$ cat src/hdl/pfp_map.svh
// Register map, field positions and reset values of the programmable flag port
`ifndef PFP_MAP_SVH
`define PFP_MAP_SVH

`define PFP_ADDR_W          4
`define PFP_PIN_W           8
`define PFP_CFG_W           4
`define PFP_OFS_DIR         4'h0
`define PFP_OFS_VAL         4'h4
`define PFP_OFS_FIXED       4'h8
`define PFP_OFS_STRAP       4'hC
`define PFP_DIR_RST         8'h00
`define PFP_VAL_RST         8'h00
`define PFP_FIXED_RST       3'h0
`define PFP_BOOT_HOSTPORT   4'h5
`define PFP_UNMAPPED_RD     32'h0000_0000

`endif

$ cat src/hdl/pfp_pkg.sv
// Types shared by the programmable flag port modules
package pfp_pkg;

    typedef enum {
        PFP_ST_IDLE,
        PFP_ST_ANSWER
    } pfp_bus_st_t;

    typedef enum {
        PFP_BOOT_OTHER,
        PFP_BOOT_HOST
    } pfp_boot_t;

endpackage

$ cat src/hdl/pfp_sync_if.sv
// Interface carrying pin samples and strap latching between the port modules
`timescale 1ns/10ps
interface pfp_sync_if;
    logic [7:0] raw;
    logic [7:0] synced;
    logic       strap_req;
    logic [3:0] strap_val;
    logic       strap_done;

    modport core (
        output raw,
        output strap_req,
        input  synced,
        input  strap_val,
        input  strap_done
    );
    modport sync (
        input  raw,
        input  strap_req,
        output synced,
        output strap_val,
        output strap_done
    );
endinterface

$ cat src/hdl/pfp_sync.sv
// Two-stage pin synchroniser and reset-time strap latch
`timescale 1ns/10ps
`include "pfp_map.svh"
module pfp_sync
    import pfp_pkg::*;
(
    // Clock and reset
    input  wire logic CLK_SYS_IN,
    input  wire logic NRST_IN,
    // Pin samples
    pfp_sync_if.sync  sif
);
    typedef struct packed {
        logic [7:0] meta;
        logic [7:0] stable;
        logic [3:0] strap;
        logic       done;
    } pfp_sync_st_t;

    pfp_sync_st_t st_ff;
    pfp_sync_st_t nxt_st;

    always_comb begin
        nxt_st        = st_ff;
        nxt_st.meta   = sif.raw;
        nxt_st.stable = st_ff.meta;
        // Strap taken from synchronised pins while strap_req is high, at the third clock edge after reset release
        if (sif.strap_req) begin
            nxt_st.strap = st_ff.stable[`PFP_CFG_W-1:0];
            nxt_st.done  = 1'b1;
        end
    end

    always_ff @(posedge CLK_SYS_IN or negedge NRST_IN) begin
        if (!NRST_IN) begin
            st_ff <= '0;
        end else begin
            st_ff <= nxt_st;
        end
    end

    assign sif.synced     = st_ff.stable;
    assign sif.strap_val  = st_ff.strap;
    assign sif.strap_done = st_ff.done;
endmodule

$ cat src/hdl/pfp_top.sv
// Programmable flag port: eight direction-selectable pins with Avalon-MM registers
// What this block does
// Eight pins, each input or output
// Direction bit 1 output, 0 input
// Value reads pin levels, writes output levels
// Input pins synchronised to processor clock
// Output bits read back driven value
// All pins inputs during reset
// Three fixed flags are always outputs
// Fixed in/out flags need alternate serial mode
// Low four pins latched as configuration at reset
// Emulator reset relatches mode like pin reset
// Configuration selects boot; host port holds execution
// Writes to input bits do not drive pins
`timescale 1ns/10ps
`include "pfp_map.svh"
module pfp_top
    import pfp_pkg::*;
(
    // Clock and reset
    input  wire logic        CLK_SYS_IN,
    input  wire logic        NRST_IN,
    input  wire logic        EMU_NRST_IN,
    // Avalon-MM slave
    input  wire logic [3:0]  AVS_ADDRESS_IN,
    input  wire logic        AVS_READ_IN,
    input  wire logic        AVS_WRITE_IN,
    input  wire logic [31:0] AVS_WRITEDATA_IN,
    input  wire logic [3:0]  AVS_BYTEENABLE_IN,
    output logic      [31:0] AVS_READDATA_OUT,
    output logic             AVS_WAITREQUEST_OUT,
    // Programmable pins
    input  wire logic [7:0]  PINS_IN,
    output logic      [7:0]  PINS_OUT,
    output logic      [7:0]  PINS_OE_N_OUT,
    // Fixed flags
    output logic      [2:0]  FIXED_FLAGS_OUT,
    input  wire logic        SERIAL_ALT_IN,
    input  wire logic        FIXED_IN_PIN_IN,
    output logic             FIXED_OUT_PIN_OUT,
    // Boot configuration
    output logic      [3:0]  BOOT_MODE_OUT,
    output logic             BOOT_HOST_OUT,
    output logic             EXEC_HOLD_OUT,
    input  wire logic        PM_ZERO_WRITTEN_IN
);
    // =====================================================================
    // Reset combining
    // =====================================================================
    // Emulator chip reset acts exactly like the pin reset
    logic rst_n;
    assign rst_n = NRST_IN & EMU_NRST_IN;

    // =====================================================================
    // State
    // =====================================================================
    typedef struct packed {
        pfp_bus_st_t bus;
        logic [31:0] rdata;
        logic [7:0]  dir;
        logic [7:0]  val;
        logic [2:0]  fixed;
        logic        fixed_out;
        logic [1:0]  alt_meta;
        logic [1:0]  fin_meta;
        logic        arm;
        logic        strap_req;
        logic        hold;
    } pfp_state_t;

    pfp_state_t st_ff;
    pfp_state_t nxt_st;

    pfp_sync_if sif ();

    pfp_sync u_sync (
        .CLK_SYS_IN (CLK_SYS_IN),
        .NRST_IN    (rst_n),
        .sif        (sif)
    );

    // =====================================================================
    // Helpers
    // =====================================================================
    function automatic logic [7:0] merge_byte(input logic [7:0] old, input logic [7:0] wd, input logic be);
        merge_byte = be ? wd : old;
    endfunction

    function automatic logic is_boot_host(input logic [3:0] m);
        // Mode C=1, B=0, A=1 selects host memory port boot
        is_boot_host = (m[2:0] == 3'(`PFP_BOOT_HOSTPORT));
    endfunction

    logic [7:0] pin_level;
    logic       alt_sync;
    logic       boot_host;

    // Output bits show driven value, input bits the synchronised pin
    assign pin_level = (st_ff.dir & st_ff.val) | (~st_ff.dir & sif.synced);  // see see
    assign alt_sync  = st_ff.alt_meta[1];
    assign boot_host = sif.strap_done & is_boot_host(sif.strap_val);

    assign sif.raw       = PINS_IN;
    assign sif.strap_req = st_ff.strap_req;

    // =====================================================================
    // Next state
    // =====================================================================
    always_comb begin
        nxt_st           = st_ff;
        nxt_st.alt_meta  = {st_ff.alt_meta[0], SERIAL_ALT_IN};
        nxt_st.fin_meta  = {st_ff.fin_meta[0], FIXED_IN_PIN_IN};
        // One-shot strap request, one cycle late so the synchroniser holds pin samples, not its reset value
        nxt_st.arm       = 1'b1;
        nxt_st.strap_req = 1'b0;
        if (st_ff.arm && !sif.strap_done && !st_ff.strap_req) begin
            nxt_st.strap_req = 1'b1;
        end
        if (sif.strap_done && boot_host && PM_ZERO_WRITTEN_IN) begin
            nxt_st.hold = 1'b0;
        end
        if (sif.strap_done && !boot_host) begin
            nxt_st.hold = 1'b0;
        end
        case (st_ff.bus)
            PFP_ST_IDLE: begin
                if (AVS_WRITE_IN) begin
                    nxt_st.bus = PFP_ST_ANSWER;
                end else if (AVS_READ_IN) begin
                    case (AVS_ADDRESS_IN)
                        `PFP_OFS_DIR: begin
                            nxt_st.rdata = {24'h00_0000, st_ff.dir};
                        end
                        `PFP_OFS_VAL: begin
                            nxt_st.rdata = {24'h00_0000, pin_level};
                        end
                        `PFP_OFS_FIXED: begin
                            nxt_st.rdata = {27'h000_0000, alt_sync & st_ff.fin_meta[1],
                                            st_ff.fixed_out, st_ff.fixed};
                        end
                        `PFP_OFS_STRAP: begin
                            nxt_st.rdata = {26'h000_0000, boot_host, sif.strap_done, sif.strap_val};
                        end
                        default: begin
                            nxt_st.rdata = `PFP_UNMAPPED_RD;
                        end
                    endcase
                    nxt_st.bus = PFP_ST_ANSWER;
                end
            end
            PFP_ST_ANSWER: begin
                // Write lands at the edge where the master sees waitrequest low
                if (AVS_WRITE_IN) begin
                    case (AVS_ADDRESS_IN)
                        `PFP_OFS_DIR: begin
                            nxt_st.dir = merge_byte(st_ff.dir, AVS_WRITEDATA_IN[7:0], AVS_BYTEENABLE_IN[0]);
                        end
                        `PFP_OFS_VAL: begin
                            // Stored for all bits; only output bits reach pins
                            nxt_st.val = merge_byte(st_ff.val, AVS_WRITEDATA_IN[7:0], AVS_BYTEENABLE_IN[0]);
                        end
                        `PFP_OFS_FIXED: begin
                            if (AVS_BYTEENABLE_IN[0]) begin
                                nxt_st.fixed     = AVS_WRITEDATA_IN[2:0];
                                nxt_st.fixed_out = AVS_WRITEDATA_IN[3];
                            end
                        end
                        default: begin
                            // Unmapped and read-only offsets ignore writes
                        end
                    endcase
                end
                nxt_st.bus = PFP_ST_IDLE;
            end
            default: begin
                nxt_st.bus = PFP_ST_IDLE;
            end
        endcase
    end

    // =====================================================================
    // Registers
    // =====================================================================
    always_ff @(posedge CLK_SYS_IN or negedge rst_n) begin
        if (!rst_n) begin
            st_ff           <= '0;
            st_ff.bus       <= PFP_ST_IDLE;
            st_ff.dir       <= `PFP_DIR_RST;
            st_ff.val       <= `PFP_VAL_RST;
            st_ff.fixed     <= `PFP_FIXED_RST;
            st_ff.hold      <= 1'b1;
        end else begin
            st_ff <= nxt_st;
        end
    end

    // =====================================================================
    // Outputs
    // =====================================================================
    assign AVS_WAITREQUEST_OUT = (AVS_READ_IN | AVS_WRITE_IN) & (st_ff.bus != PFP_ST_ANSWER);
    assign AVS_READDATA_OUT    = st_ff.rdata;
    assign PINS_OUT            = st_ff.val;
    assign PINS_OE_N_OUT       = ~st_ff.dir;  // see see
    assign FIXED_FLAGS_OUT     = st_ff.fixed;
    assign FIXED_OUT_PIN_OUT   = alt_sync & st_ff.fixed_out;
    assign BOOT_MODE_OUT       = sif.strap_val;
    assign BOOT_HOST_OUT       = boot_host;
    assign EXEC_HOLD_OUT       = st_ff.hold;
endmodule

$ cat config.mk
export PLATFORM = sky130hd
export DESIGN_NAME = pfp_top
export DESIGN_NICKNAME = d
export VERILOG_FILES = /design/src/hdl/pfp_pkg.sv /design/src/hdl/pfp_sync_if.sv /design/src/hdl/pfp_sync.sv /design/src/hdl/pfp_top.sv
export VERILOG_INCLUDE_DIRS = /design/src /design/src/hdl
export SDC_FILE = /design/constraint.sdc
export NUM_CORES = 1
export LEC_CHECK = 0
export BUFFER_PORTS_ARGS = -buffer_cell sky130_fd_sc_hd__clkbuf_2
export CAP_MARGIN = 20
export CORE_MARGIN = 5
export CORE_UTILIZATION = 47
export DETAILED_ROUTE_END_ITERATION = 10
export GPL_ROUTABILITY_DRIVEN = 0
export HOLD_SLACK_MARGIN = 0.02
export PLACE_DENSITY_LB_ADDON = 0.3
export SLEW_MARGIN = 25
export SYNTH_ARGS = -nofsm -noshare
export SYNTH_HDL_FRONTEND = slang
export SYNTH_SLANG_ARGS = --single-unit
$ cat constraint.sdc
create_clock -name CLK_SYS_IN -period 2.6 [get_ports CLK_SYS_IN]
set_input_delay 0.13 -clock CLK_SYS_IN [delete_from_list [all_inputs] [get_ports CLK_SYS_IN]]
set_output_delay 0.13 -clock CLK_SYS_IN [all_outputs]
set_load 0.02 [all_outputs]
After elaboration in Yosys (flattened, before gate mapping):

Index checks and enable logic that the tools add are counted.

* add/sub/neg operators: 0
* multiply operators: 0
* divide/modulo/power cells: 0
* order comparisons: 0
* eq/ne operators: 7
* shift operators: 0
* mux-type cells: 7
* bitwise logic cells: 11
* reduce and logical (&&, ||, !) cells: 15

Operators by type and width (count)
* 2-to-1 mux 32 bit: 2
* 2-to-1 mux 64 bit: 1
* == test 32 x 1 -> 1 bit, second input constant: 1
* zero test 32 bit: 1
* inequality test 32 x 2 -> 1 bit, second input constant: 1
* one-hot mux 8 bit (4 select lines): 1
* bitwise AND 8 bit: 2
* AND reduction 4 bit: 3
* == test 4 bit, second input constant: 2
* inverter 8 bit: 1
* OR 8 bit: 1
* bitwise AND 1 bit: 5
* logical AND 1 bit: 5
* == test 4 x 3 -> 1 bit, second input constant: 1
* zero test 4 bit: 1
* == test 3 bit, second input constant: 1
* zero test 1 bit: 3
* 2-to-1 mux 1 bit: 3
* inequality test 3 bit, second input constant: 1
* AND reduction 3 bit: 1
* nonzero test 2 bit: 1
* inverter 1 bit: 1
* OR 1 bit: 1

* register bits after elaboration: 112
* latch bits: 0
* bits in writable memories: 0
* memory bits (read-only): 0
* input port bits: 56
* output and inout bits: 59
* logic and storage cells: 55
* memories kept: 0

Logic depth before layout (Yosys ltp):

Gate-level depths: netlist (run 1).

* depth in word-level cells: 7
* mapped depth: 6
* depth with buffers taken out: 4

By module:

From an unflattened synthesis (run 1), not the netlist that was laid out.

* cells, all modules: 217
* area, all modules: 2573.7 um^2

Modules (own cells, without submodules)
* pfp_top: instances 1, cells each 191, area an instance 1996.9 um^2
* pfp_sync: instances 1, cells each 26, area an instance 576.8 um^2

Worst setup path before layout (run 1):

Ideal clock, no wire load.

* path type: reg2reg
* start point: register st_ff[59] (netlist bit)
* end point: register st_ff, in the netlist AVS_READDATA_OUT[5]
* library setup time: 64 ps
* arrival: 1535 ps
* setup slack: 1001 ps
* stages on the path, launching flop included: 7
* path buffers: 2
* period minus slack after synthesis: 1599 ps
* cell sequence: dfrtp_1 or3b_1 buf_6 or3_1 buf_2 a31oi_1 a21o_1

* longest elaborated chain between the ends: 2

RTL lines
* start, declared: RTL line pfp_top.sv:71 `pfp_state_t st_ff;`
* start signal, assigned: RTL line pfp_top.sv:193 `st_ff <= nxt_st;`
* zero test 32 bit: RTL line pfp_top.sv:125 `case (st_ff.bus)`
* AND reduction 3 bit (no source line)

No other way between the ends.
A chain may end at the register's enable or synchronous reset.

Worst setup path in the final report (run 1):

Ends and elaborated chain as after synthesis.

==> metrics.md, run 1 <==
| Metric | Value |
|---|---|
| Status | `completed` |
| Worst hold path class | `in2async` |
| Asr flop ratio synth | `between 90% and 100%` |
| Vias in the first global route | `~1600` |
| Num CTS Buffers | `9` |
| TritonRoute pass-1 iters | `4` |
| Tcrit/Tclk final | `approximately 70%` |
| WP data required | `2.87 ns` |
| N_diodes | `0` |
| Clock Sinks | `57` |
| Via count | `between 1500 and 2000` |
| CTS H-Tree Depth | `3` |
| Sequential-to-total area share from yosys stat | `a little under three fifths` |
| Switching pwr | `675 uW` |
| Drt total wl | `~5.2 mm` |
| Root Driver | `clkbuf_8` |
| Crit start category | `flip-flop` |
| Num rows | `26` |
| Most common cell in the synthesized netlist | `dfrtp_1` |
| Slowest-stage cell, CP | `or3b_1` |
| Worst-Margin Slew | `about 0.69 ns` |
| Largest area contributor in the netlist | `dfrtp_1` |
| Routed len/inst | `14.7 microns` |
| Post-Route Skew | `0.0101 ns` |
| Crit path max-delay family | `simple AND/OR/NAND/NOR gates` |
| Pwr dens | `748 mW/mm^2` |
| Final setup vio count | `0` |
| Leak pwr | `0.00152 uW` |
| RSZ-0062 raised after global routing | `no` |
| Switching part of the total | `30.2%` |
| Pint | `1560 uW` |
| Final hold violation count | `0` |
| Type of the setup path with the least slack | `reg2reg` |
| # DRC | `0` |
| Multi-input logic area | `807 sq um` |
| PortBufs | `63` |
| First-pass GRT wire length | `8.39 mm` |
| Detailed Place HPWL | `3.65 mm` |
| WP buf/inv | `0` |
| Starting density of the core | `between 40% and 50%` |
| Clk_lat worst skew | `around 0.33 ns` |
| I/O pin count | `115` |
| Power share of the clock group | `31.3%` |
| Antenna violations before repair | `0` |
| Core ar. | `0.00520 sq mm` |
| Syn_area_per_cell | `11.7 sq um` |
| CP Cell Sequence | `or3b_1 -> or3_1 -> a31oi_1 -> a21o_1` |
| Cell types with the highest counts after synthesis | `dfrtp_1, buf_4, mux2_2, nand2_1, o21ai_0` |
| Comb pwr share | `21.0%` |
| Max Slew Vio Count | `0` |
| Crit path time final | `1.80 ns` |
| Grt total ovfl | `0` |
| Die X | `83.8 microns` |
| Synthesized instance count | `219` |
| Slew HR | `54.1%` |
| Reg power frac | `47.7%` |
| Largest net degree at the start of global routing | `58` |
| Final ANT Viol Nets | `0` |
| CP max FO | `10` |
| Clock-pin slew on the worst setup and hold paths | `0.06 ns` |
| Gr usage total | `15.7%` |
| Clock buffer depth | `2` |
| Sequential standard cell area | `roughly 0.0014 sq mm` |
| Yosys top cell area share | `54.8%` |
| Worst VDD drop | `approximately 0.44 mV` |
| Max stage delay on crit path | `0.53 ns` |
| CTS tree | `yes` |
| DR iter-0 viols | `50` |
| Die ar. | `0.00702 sq mm` |
| Post-synth EDFFs | `0` |
| Filler cell count | `463` |
| Post_cts resized | `0` |
| Vias per inst | `4.63` |
| Netlist Area Pre-Place | `roughly 0.0026 sq mm` |
| Core Util, Final | `57.4%` |
| Fin nets | `339` |
| Post-synthesis cell type count | `35` |
| Synth Register Bits | `57` |
| WP data arrival | `2.08 ns` |
| Crit. End Element | `flip-flop` |
| F_max | `554 MHz` |
| Ys Warns | `0` |
| Syn-to-layout area delta | `16.7%` |
| Die Y | `roughly 84 microns` |
| MaxCap Viol Count | `0` |
| Post-CTS setup buffer count | `0` |
| Largest cells by area after synthesis | `dfrtp_1, buf_4, mux2_2, o21ai_0, nand2_1` |
| Top_reg_cell synth | `dfrtp_1` |
| Share of cells above drive strength 1 | `37.8%` |
| Setup Total Neg Slack | `0 ns` |
| Post-CTS Hold Fix Bufs | `11` |
## worst paths after layout
path,start,end,slack [ns],cells after the start
min,EMU_NRST_IN,nxt_st[4]$_DFF_PN0_,0.05,3
min reg2reg,u_sync.nxt_st[9]$_DFF_PN0_,u_sync.sif.synced[4]$_DFF_PN0_,0.34,0
max in group asynchronous,NRST_IN,PINS_OUT[3]$_DFFE_PN0P_,2.10,3
max,st_ff[59]$_DFFE_PN0P_,AVS_READDATA_OUT[5]$_DFFE_PN0P_,0.80,4
min in group CLK_SYS_IN,AVS_WRITEDATA_IN[3],st_ff[22]$_DFFE_PN0P_,0.05,3
max reg2reg,st_ff[59]$_DFFE_PN0P_,AVS_READDATA_OUT[5]$_DFFE_PN0P_,0.80,4
## stage by stage
stage | total power (uW) | setup WS, ns | hold slack [ns] | std cells | instance area, sq um
5_1_grt | 2350 | 0.693 | 0.0438 | 356 | 2990
3_3_place_gp | 1530 | 0.789 | 0.238 | 331 | 2710
2_1_floorplan | 1440 | 0.741 | 0.161 | 242 | 2640
3_5_place_dp | 1540 | 0.788 | 0.240 | 331 | 2710
6_report | 2230 | 0.796 | 0.0452 | 356 | 2990
4_1_cts | 2260 | 0.773 | 0.0234 | 356 | 2990
## logic make-up (layout without fill, tap and decap cells)
family	after synthesis	after routing	share of synthesized area (%)
mux	19	19	8.37
compound gates	33	33	7.98
flops	57	57	55.8
buf+inv	59	103	16.0
simple gates	49	49	11.5
other cells	2	25	0.294
## registers in the layout, indices dropped and copies added (netlist names)
name                   count
st_ff                     12
AVS_READDATA_OUT           8
PINS_OUT                   8
u_sync.nxt_st              8
u_sync.sif.synced          8
u_sync.sif.strap_val       4
FIXED_FLAGS_OUT            3
nxt_st                     2
EXEC_HOLD_OUT              1
alt_sync                   1
sif.strap_req              1
u_sync.sif.strap_done      1
## tightest hold or removal path, delay by kind of cell
family	cells	cell delay (ns)
and+or+nand+nor	1	0.11
buffers and inverters	2	0.62
## power by group through the flow
stage	Combinational (uW)	Sequential, uW	Clock (uW)
after CTS	478	1070	717
final	470	1060	699
after global placement	455	1080	0
after global routing	515	1080	758
after floorplan	352	1090	0
after detailed placement	463	1080	0
## area by class of cell
type	instances	share of cell area, %
Tap cell	70	2.93
Timing Repair Buffer	79	15.5
Inverter	10	1.26
Multi-Input combinational cell	126	27.0
Clock buffer	14	5.45
Sequential cell	57	47.8
## layer usage
layer | routed length, microns | track usage (%) | up-vias
met4 | 76 | 6.43 | 0
met1 | 2170 | 20.2 | 779
met3 | 396 | 5.53 | 8
met5 | 0 | 0 | -
met2 | 2580 | 24.2 | 59
li1 | - | - | 804
## cell usage in the layout, fill, tap and decap left out, drive strengths merged, types with 5 or more instances in the layout
cell type,count
nand2,19
mux2,19
buf,5
clkbuf,77
conb,25
inv,10
dlygate4sd3,11
o21ai,17
a31oi,6
dfrtp,56
Note: power is estimated with default switching activity, not from simulation.
==> run 2: changes to the inputs <==
--- a/config.mk
+++ b/config.mk
@@ -6,6 +6,7 @@
 export SDC_FILE = /design/constraint.sdc
 export NUM_CORES = 1
 export LEC_CHECK = 0
+export ABC_AREA = 1
 export BUFFER_PORTS_ARGS = -buffer_cell sky130_fd_sc_hd__clkbuf_2
 export CAP_MARGIN = 20
 export CORE_MARGIN = 5
==> constraint.sdc (replaced) <==
create_clock -name CLK_SYS_IN -period 1.83 [get_ports CLK_SYS_IN]
set_input_delay 0.0915 -clock CLK_SYS_IN [delete_from_list [all_inputs] [get_ports CLK_SYS_IN]]
set_output_delay 0.0915 -clock CLK_SYS_IN [all_outputs]
set_load 0.02 [all_outputs]
==> run 2 against run 1 <==
Against the previous run: die area rose by 3.1%; routed wire length rose by 5.1%; final cell count rose by 23%; synthesized area rose by 3.6%; utilization rose by 1.5 points; critical path depth did not move; global-route usage rose by 0.23 points; clock power rose by 100%; critical path type is now reg2out.
==> metrics.md, run 2 <==
| Metric | Value |
|---|---|
| DR iter-0 viols | `91 (was 50)` |
| Post-Synth Adder-Cell Area | `0% (unchanged)` |
| N_diodes | `0 (unchanged)` |
| Most common cell after layout, fill and taps aside | `nand2_1 (was clkbuf_2)` |
| XOR/XNOR Fraction of Synth Area | `0% (unchanged)` |
| Most frequent cells in the layout | `nand2_1, clkbuf_2, dfrtp_1 (was clkbuf_2, dfrtp_1, conb_1)` |
| Final worst slack | `0.467 ns (was 0.796 ns)` |
| I/O pin count | `115 (unchanged)` |
| Num rows | `27 (was 26)` |
| Starting density of the core | `48.1% (was 49.1%)` |
| Clock buffer depth | `2 (unchanged)` |
| Antenna violations before repair | `0 (unchanged)` |
| Crit start category | `flip-flop (unchanged)` |
| # DRC | `0 (unchanged)` |
| First-pass GRT wire length | `8.71 mm (was 8.39 mm)` |
| RSZ-0062 raised after global routing | `no (unchanged)` |
| Vias in the first global route | `1834 (was 1648)` |
| Largest cells by area after synthesis | `dfrtp_1, nand2_1, buf_4, inv_1, nand3_1 (was dfrtp_1, buf_4, mux2_2, o21ai_0, nand2_1)` |
| Hold Path Stages | `3` |
| Worst VDD drop | `0.561 mV (was 0.442 mV)` |
| Asr flop ratio synth | `100% (unchanged)` |
| Clk_lat worst skew | `0.34 ns (was 0.33 ns)` |
| R2R depth | `4 (unchanged)` |
| Most common cell in the synthesized netlist | `nand2_1 (was dfrtp_1)` |
| Crit path time final | `roughly 1.4 ns` |
| Via count | `1979 (was 1650)` |
| # placed instances | `405 (was 331)` |
| Num CTS Buffers | `9 (unchanged)` |
| CTS tree | `yes (unchanged)` |
| Largest net degree at the start of global routing | `58 (unchanged)` |
| Setup Total Neg Slack | `0 ns (unchanged)` |
| TritonRoute pass-1 iters | `4 (unchanged)` |
| Worst-Margin Slew | `0.496 ns (was 0.689 ns)` |
| Flop2flop setup slack | `0.52 ns (was 0.80 ns)` |
| CTS H-Tree Depth | `3 (unchanged)` |
| Main combinational cell family by area after synthesis | `simple AND/OR/NAND/NOR gates (was buffers and inverters)` |
| Post-Route Skew | `0.00701 ns (was 0.0101 ns)` |
| Multiplexer area fraction after synthesis | `1.28% (was 8.37%)` |
| Root Driver | `clkbuf_8 (unchanged)` |
| Leak pwr | `0.00183 uW (was 0.00152 uW)` |
| Sequential-to-total area share from yosys stat | `53.9% (was 55.8%)` |
| MaxCap Viol Count | `0 (unchanged)` |
| Largest area contributor in the netlist | `dfrtp_1 (unchanged)` |
| Start point of the critical path | `u_sync.sif.strap_val[1]$_DFFE_PN0P_ (was st_ff[59]$_DFFE_PN0P_)` |
| Final setup vio count | `0 (unchanged)` |
| Slew HR | `66.8% (was 54.1%)` |
| Fin nets | `418 (was 339)` |
| Final ANT Viol Nets | `0 (unchanged)` |
| Syn_area_per_cell | `9.07 sq um (was 11.7 sq um)` |
| Die Y | `85.1 microns (was 83.8 microns)` |
| Max Slew Vio Count | `0 (unchanged)` |
| Clock Sinks | `57 (unchanged)` |
| WP data required | `1.74 ns (was 2.87 ns)` |
| Pwr dens | `1100 mW/mm^2 (was 748 mW/mm^2)` |
| FF-to-FF End | `st_ff[20]$_DFFE_PN0P_ (was AVS_READDATA_OUT[5]$_DFFE_PN0P_)` |
| PortBufs | `63 (unchanged)` |
| Top_reg_cell synth | `dfrtp_1 (unchanged)` |
| Hold Crit Endpoint | `st_ff[59]$_DFFE_PN0P_` |
| RR Startpoint | `st_ff[59]$_DFFE_PN0P_ (unchanged)` |
| Core ar. | `0.00551 sq mm (was 0.00520 sq mm)` |
| Yosys top cell area share | `52.9% (was 54.8%)` |
| Die ar. | `0.00724 sq mm (was 0.00702 sq mm)` |
| Compound-Gate Fraction of Synth Area | `7.18% (was 7.97%)` |
| Die X | `85.1 microns (was 83.8 microns)` |
| Worst hold path class | `in2reg (was in2async)` |
| Ys Warns | `0 (unchanged)` |
| Syn-to-layout area delta | `22.4% (was 16.7%)` |
| Final hold violation count | `0 (unchanged)` |
| Worst setup slack after placement | `0.533 ns (was 0.788 ns)` |
| Post-synth EDFFs | `0 (unchanged)` |
| Largest register FFs | `12 (unchanged)` |
| WP data arrival | `1.27 ns (was 2.08 ns)` |
| Routed len/inst | `12.5 microns (was 14.7 microns)` |
| Type of the setup path with the least slack | `reg2out (was reg2reg)` |
| Post-synthesis cell type count | `24 (was 35)` |
| Crit. End Element | `output pin (was flip-flop)` |
| Post-Synth Simple-Gate Area | `20.3% (was 11.5%)` |
| Gr usage total | `15.9% (was 15.7%)` |
| Synth Register Bits | `57 (unchanged)` |
| Netlist Area Pre-Place | `0.00265 sq mm (was 0.00256 sq mm)` |
| F_max | `734 MHz` |
| Grt total ovfl | `0 (unchanged)` |
| Tcrit/Tclk final | `74.5%` |
| Non-Filler Instances | `439 (was 356)` |
| Synthesized instance count | `292 (was 219)` |
| Drt total wl | `5.49 mm (was 5.22 mm)` |
| Share of cells above drive strength 1 | `27.8% (was 37.8%)` |
| Hold wc startpoint | `AVS_WRITE_IN` |
| CP max FO | `3 (was 10)` |
| Clock-pin slew on the worst setup and hold paths | `0.07 ns (was 0.06 ns)` |
| Cell types with the highest counts after synthesis | `nand2_1, dfrtp_1, buf_4, inv_1, nand3_1 (was dfrtp_1, buf_4, mux2_2, nand2_1, o21ai_0)` |
| Vias per inst | `4.51 (was 4.63)` |
| Top reg by flops | `st_ff (unchanged)` |
| Status | `completed (unchanged)` |
| Detailed Place HPWL | `3.94 mm (was 3.65 mm)` |
run 2: changes by cell type in the layout (fill, tap and decap cells not counted), moves of 7 or more:
| cell | before | now |
|---|---|---|
| nand2_1 | 19 | 91 |
| dlygate4sd3_1 | 11 | 18 |
| o21ai_0 | 17 | 5 |
| mux2_2 | 19 | 3 |
| o21ai_1 | 0 | 10 |
| inv_1 | 10 | 26 |
| nand3_1 | 4 | 20 |
| o21ai_2 | 0 | 8 |
run 2: worst max path at each step:
stage	to	slack [ns]	depth (start not counted)
2_1_floorplan	AVS_READDATA_OUT[0]$_DFFE_PN0P_	0.30	2
3_3_place_gp	st_ff[20]$_DFFE_PN0P_	0.56	4
3_5_place_dp	st_ff[20]$_DFFE_PN0P_	0.53	4
4_1_cts	BOOT_HOST_OUT	0.45	4
5_1_grt	BOOT_HOST_OUT	0.37	4
6_report	BOOT_HOST_OUT	0.47	4
run 2: metal layers:
metal / global-route usage [%] / part of all wire, %
met1: 19.8 / 42
met2: 24.4 / 48
met3: 5.24 / 8.4
met4: 9.06 / 1.8
met5: 0 / 0
run 2: logic make-up (layout without fill, tap and decap cells):
group,count (synthesis),in the layout
flip-flops,57,57
buffers and inverters,75,127
multiplexers,3,3
AO/OA/AOI/OAI,29,29
AND/OR/NAND/NOR,126,126
other,2,25
run 2: report_power, final:
group / internal (uW) / switching (uW)
clock: 903 / 510
sequential: 1400 / 118
combinational: 227 / 423
run 2: critical path: stages (launching register included):
cell and delay, ns:
dfrtp_1 0.40, inv_1 0.08, nand3_1 0.08, nor2_1 0.17
clkbuf_2 0.20
run 2: final cells by class:
cell class / count / area, sq um
Tap cell: 72 / 90.1
Multi-Input combinational cell: 183 / 855
Clock inverter: 7 / 119
Clock buffer: 9 / 124
Inverter: 28 / 105
Sequential cell: 57 / 1430
Fill cell: 521 / 2260
Timing Repair Buffer: 83 / 523
run 2: what timing repair did:
action                                 CTS  global route
endpoints found under the hold margin   76             0
hold buffers                            18             0
setup buffers                            0             0
gates resized for setup                  0             0
run 2: metrics by stage:
step | util (%) | power, uW | cell area (sq um) | hold slack, ns
floorplan | - | 2030 | 2740 | 0.123
global placement | 51.2 | 2150 | 2820 | 0.190
detailed placement | 51.2 | 2170 | 2820 | 0.197
CTS | 58.9 | 3620 | 3240 | 0.0249
global route | 58.9 | 3760 | 3240 | 0.0504
finish | 58.9 | 3580 | 3240 | 0.0345
==> run 3: changes to the inputs <==
--- a/config.mk
+++ b/config.mk
@@ -6,11 +6,11 @@
 export SDC_FILE = /design/constraint.sdc
 export NUM_CORES = 1
 export LEC_CHECK = 0
-export ABC_AREA = 1
+export ABC_AREA = 0
 export BUFFER_PORTS_ARGS = -buffer_cell sky130_fd_sc_hd__clkbuf_2
 export CAP_MARGIN = 20
 export CORE_MARGIN = 5
-export CORE_UTILIZATION = 47
+export CORE_UTILIZATION = 42
 export DETAILED_ROUTE_END_ITERATION = 10
 export GPL_ROUTABILITY_DRIVEN = 0
 export HOLD_SLACK_MARGIN = 0.02
==> constraint.sdc (replaced) <==
create_clock -name CLK_SYS_IN -period 1.2 [get_ports CLK_SYS_IN]
set_input_delay 0.06 -clock CLK_SYS_IN [delete_from_list [all_inputs] [get_ports CLK_SYS_IN]]
set_output_delay 0.06 -clock CLK_SYS_IN [all_outputs]
set_load 0.02 [all_outputs]
==> run 3 against run 2 <==
Against the previous run: the run now ends with setup timing left; combinational power is 120% higher; register-to-register slack worse by 0.76 ns; clock skew hardly changed; hold slack better by 0.050 ns; critical path type is now reg2reg; largest cell class unchanged; highest routed layer unchanged.
==> metrics.md, run 3 (synthesis results as in run 1) <==
| Metric | Value |
|---|---|
| Die Y | `88.0 microns (was 85.1 microns)` |
| Worst setup slack after placement | `-0.311 ns (was 0.533 ns)` |
| Most common cell after layout, fill and taps aside | `clkbuf_2 (was nand2_1)` |
| Num CTS Buffers | `9 (unchanged)` |
| Fin nets | `377 (was 418)` |
| Root Driver | `clkbuf_8 (unchanged)` |
| FF-to-FF End | `AVS_READDATA_OUT[5]$_DFFE_PN0P_ (was st_ff[20]$_DFFE_PN0P_)` |
| First-pass GRT wire length | `9.00 mm (was 8.71 mm)` |
| Top reg by flops | `st_ff (unchanged)` |
| Tcrit/Tclk final | `120%` |
| Final setup vio count | `26 (was 0)` |
| Vias per inst | `4.53 (was 4.51)` |
| RR Startpoint | `st_ff[59]$_DFFE_PN0P_ (unchanged)` |
| Worst VDD drop | `1.64 mV (was 0.561 mV)` |
| WP data required | `1.47 ns (was 1.74 ns)` |
| DR iter-0 viols | `79 (was 91)` |
| Status | `finished with violations (was completed)` |
| PortBufs | `63 (unchanged)` |
| Area after DPL | `0.00292 sq mm (was 0.00282 sq mm)` |
| Share of cells above drive strength 1 | `44.2% (was 27.8%)` |
| Worst Setup EP | `AVS_READDATA_OUT[5]$_DFFE_PN0P_ (was BOOT_HOST_OUT)` |
| Slowest-stage cell, CP | `dfrtp_1 (unchanged)` |
| WP buf/inv | `0 (was 2)` |
| Failing checks | `setup timing` |
| TritonRoute pass-1 iters | `4 (unchanged)` |
| Die ar. | `0.00775 sq mm (was 0.00724 sq mm)` |
| Detailed Place HPWL | `4.00 mm (was 3.94 mm)` |
| Largest register FFs | `12 (unchanged)` |
| MaxCap Viol Count | `0 (unchanged)` |
| Final ANT Viol Nets | `0 (unchanged)` |
| N_diodes | `0 (unchanged)` |
| Gr usage total | `15.9% (about the same)` |
| Crit path depth | `4 (unchanged)` |
| Clock-pin slew on the worst setup and hold paths | `0.07 ns (about the same)` |
| Total power | `5590 uW (was 3580 uW)` |
| Max stage delay on crit path | `0.38 ns (was 0.40 ns)` |
| Max Slew Vio Count | `0 (unchanged)` |
| Most frequent cells in the layout | `clkbuf_2, dfrtp_1, conb_1 (was nand2_1, clkbuf_2, dfrtp_1)` |
| CP max FO | `7 (was 3)` |
| Crit path time final | `1.44 ns` |
| Antenna violations before repair | `0 (unchanged)` |
| Start point of the critical path | `st_ff[59]$_DFFE_PN0P_ (was u_sync.sif.strap_val[1]$_DFFE_PN0P_)` |
| CP Cell Sequence | `or3b_4 -> or3_4 -> a31oi_1 -> a21o_1 (was inv_1 -> nand3_1 -> nor2_1 -> clkbuf_2)` |
| Grt total ovfl | `0 (unchanged)` |
| Syn-to-layout area delta | `35.9% (was 22.4%)` |
| Core Util, Final | `58.7% (was 58.9%)` |
| CTS tree | `yes (unchanged)` |
| Filler cell count | `515 (was 521)` |
| Crit path max-delay family | `simple AND/OR/NAND/NOR gates (was flip-flops)` |
| Final worst slack | `-0.243 ns (was 0.467 ns)` |
| Clock buffer depth | `2 (unchanged)` |
| Via count | `1815 (was 1979)` |
| CTS H-Tree Depth | `3 (unchanged)` |
| WP data arrival | `1.71 ns (was 1.27 ns)` |
| R2R depth | `4 (unchanged)` |
| Clock Sinks | `57 (unchanged)` |
| Num rows | `28 (was 27)` |
| Die X | `88.0 microns (was 85.1 microns)` |
| Final hold violation count | `0 (unchanged)` |
| Post-Route Skew | `0.00729 ns (was 0.00701 ns)` |
| Type of the setup path with the least slack | `reg2reg (was reg2out)` |
| Finished layout cell area | `0.00348 sq mm (was 0.00324 sq mm)` |
| Worst hold path class | `in2reg (unchanged)` |
| Crit. End Element | `flip-flop (was output pin)` |
| Hold Path Stages | `3 (unchanged)` |
| Pwr dens | `1610 mW/mm^2 (was 1100 mW/mm^2)` |
| Clk_lat worst skew | `0.32 ns (was 0.34 ns)` |
| Flop2flop setup slack | `-0.24 ns (was 0.52 ns)` |
| I/O pin count | `115 (unchanged)` |
| Starting density of the core | `43.2% (was 48.1%)` |
| Vias in the first global route | `1849 (was 1834)` |
| Leak pwr | `0.00176 uW (was 0.00183 uW)` |
| Core ar. | `0.00592 sq mm (was 0.00551 sq mm)` |
| Crit start category | `flip-flop (unchanged)` |
| Largest net degree at the start of global routing | `58 (unchanged)` |
| # DRC | `0 (unchanged)` |
| RSZ-0062 raised after global routing | `yes (was no)` |
| F_max | `693 MHz` |
| Drt total wl | `5.70 mm (was 5.49 mm)` |
| Routed len/inst | `14.2 microns (was 12.5 microns)` |
run 3: changes by cell type in the layout (fill, tap and decap cells not counted), moves of 7 or more:
| cell | delta |
|---|---|
| buf_4 | +23 |
| buf_6 | +9 |
| inv_1 | -16 |
| o21ai_1 | -9 |
| nand2_1 | -72 |
| o21ai_2 | -7 |
| nand3_1 | -17 |
| mux2_2 | +15 |
| o21ai_0 | +10 |
run 3: metal layers:
| layer | routed length (microns) | track usage (%) | up-vias |
|---|---|---|---|
| li1 | - | - | 878 |
| met1 | 2490 | 20.7 | 878 |
| met2 | 2790 | 25.1 | 52 |
| met3 | 320 | 3.67 | 7 |
| met4 | 99 | 7.97 | 0 |
| met5 | 0 | 0 | - |
run 3: worst min path at each step:
| stage | start | to | slack, ns |
|---|---|---|---|
| finish | AVS_WRITE_IN | st_ff[59]$_DFFE_PN0P_ | 0.08 |
| global route | AVS_WRITE_IN | st_ff[59]$_DFFE_PN0P_ | 0.09 |
| CTS | AVS_WRITE_IN | st_ff[59]$_DFFE_PN0P_ | 0.05 |
| detailed placement | PINS_IN[3] | u_sync.nxt_st[8]$_DFF_PN0_ | 0.17 |
| global placement | SERIAL_ALT_IN | nxt_st[6]$_DFF_PN0_ | 0.17 |
| floorplan | FIXED_IN_PIN_IN | nxt_st[4]$_DFF_PN0_ | 0.09 |
run 3: repair_timing:
action / CTS / global route
pin swaps: 2 / 0
setup buffers: 4 / 1
cloned: 0 / 0
endpoints found under the hold margin: 88 / 0
hold buffers: 22 / 0
gates resized for setup: 18 / 14
setup endpoints to repair: 29 / 32
run 3: final cells by class:
| class | count | area [sq um] | share of cell area (%) |
|---|---|---|---|
| flip-flops and latches | 57 | 1430 | 41.1 |
| clock buffers | 10 | 128 | 3.67 |
| well taps | 75 | 93.8 | 2.70 |
| clock inverters | 6 | 82.6 | 2.38 |
| repair buffers | 117 | 862 | 24.8 |
| multi-input cells | 126 | 845 | 24.3 |
| inverters | 10 | 37.5 | 1.08 |
run 3: per-stage QoR:
step,instances,hold slack (ns),setup TNS (ns)
3_3_place_gp,359,0.168,-4.02
2_1_floorplan,242,0.0914,-3.82
6_report,401,0.0842,-2.66
3_5_place_dp,359,0.170,-4.66
5_1_grt,401,0.0909,-4.92
4_1_cts,401,0.0520,-2.64
run 3: power breakdown:
group / leakage (uW) / total [uW] / internal (uW) / switching, uW
logic: 0.000945 / 1400 / 674 / 727
clock network: 0.000106 / 1890 / 1160 / 735
registers: 0.000714 / 2290 / 2150 / 145
run 3: worst min-delay path, cell delays in order:
cell and delay, ns:
clkbuf_2 0.14, nor2_1 0.07, nor2_1 0.09
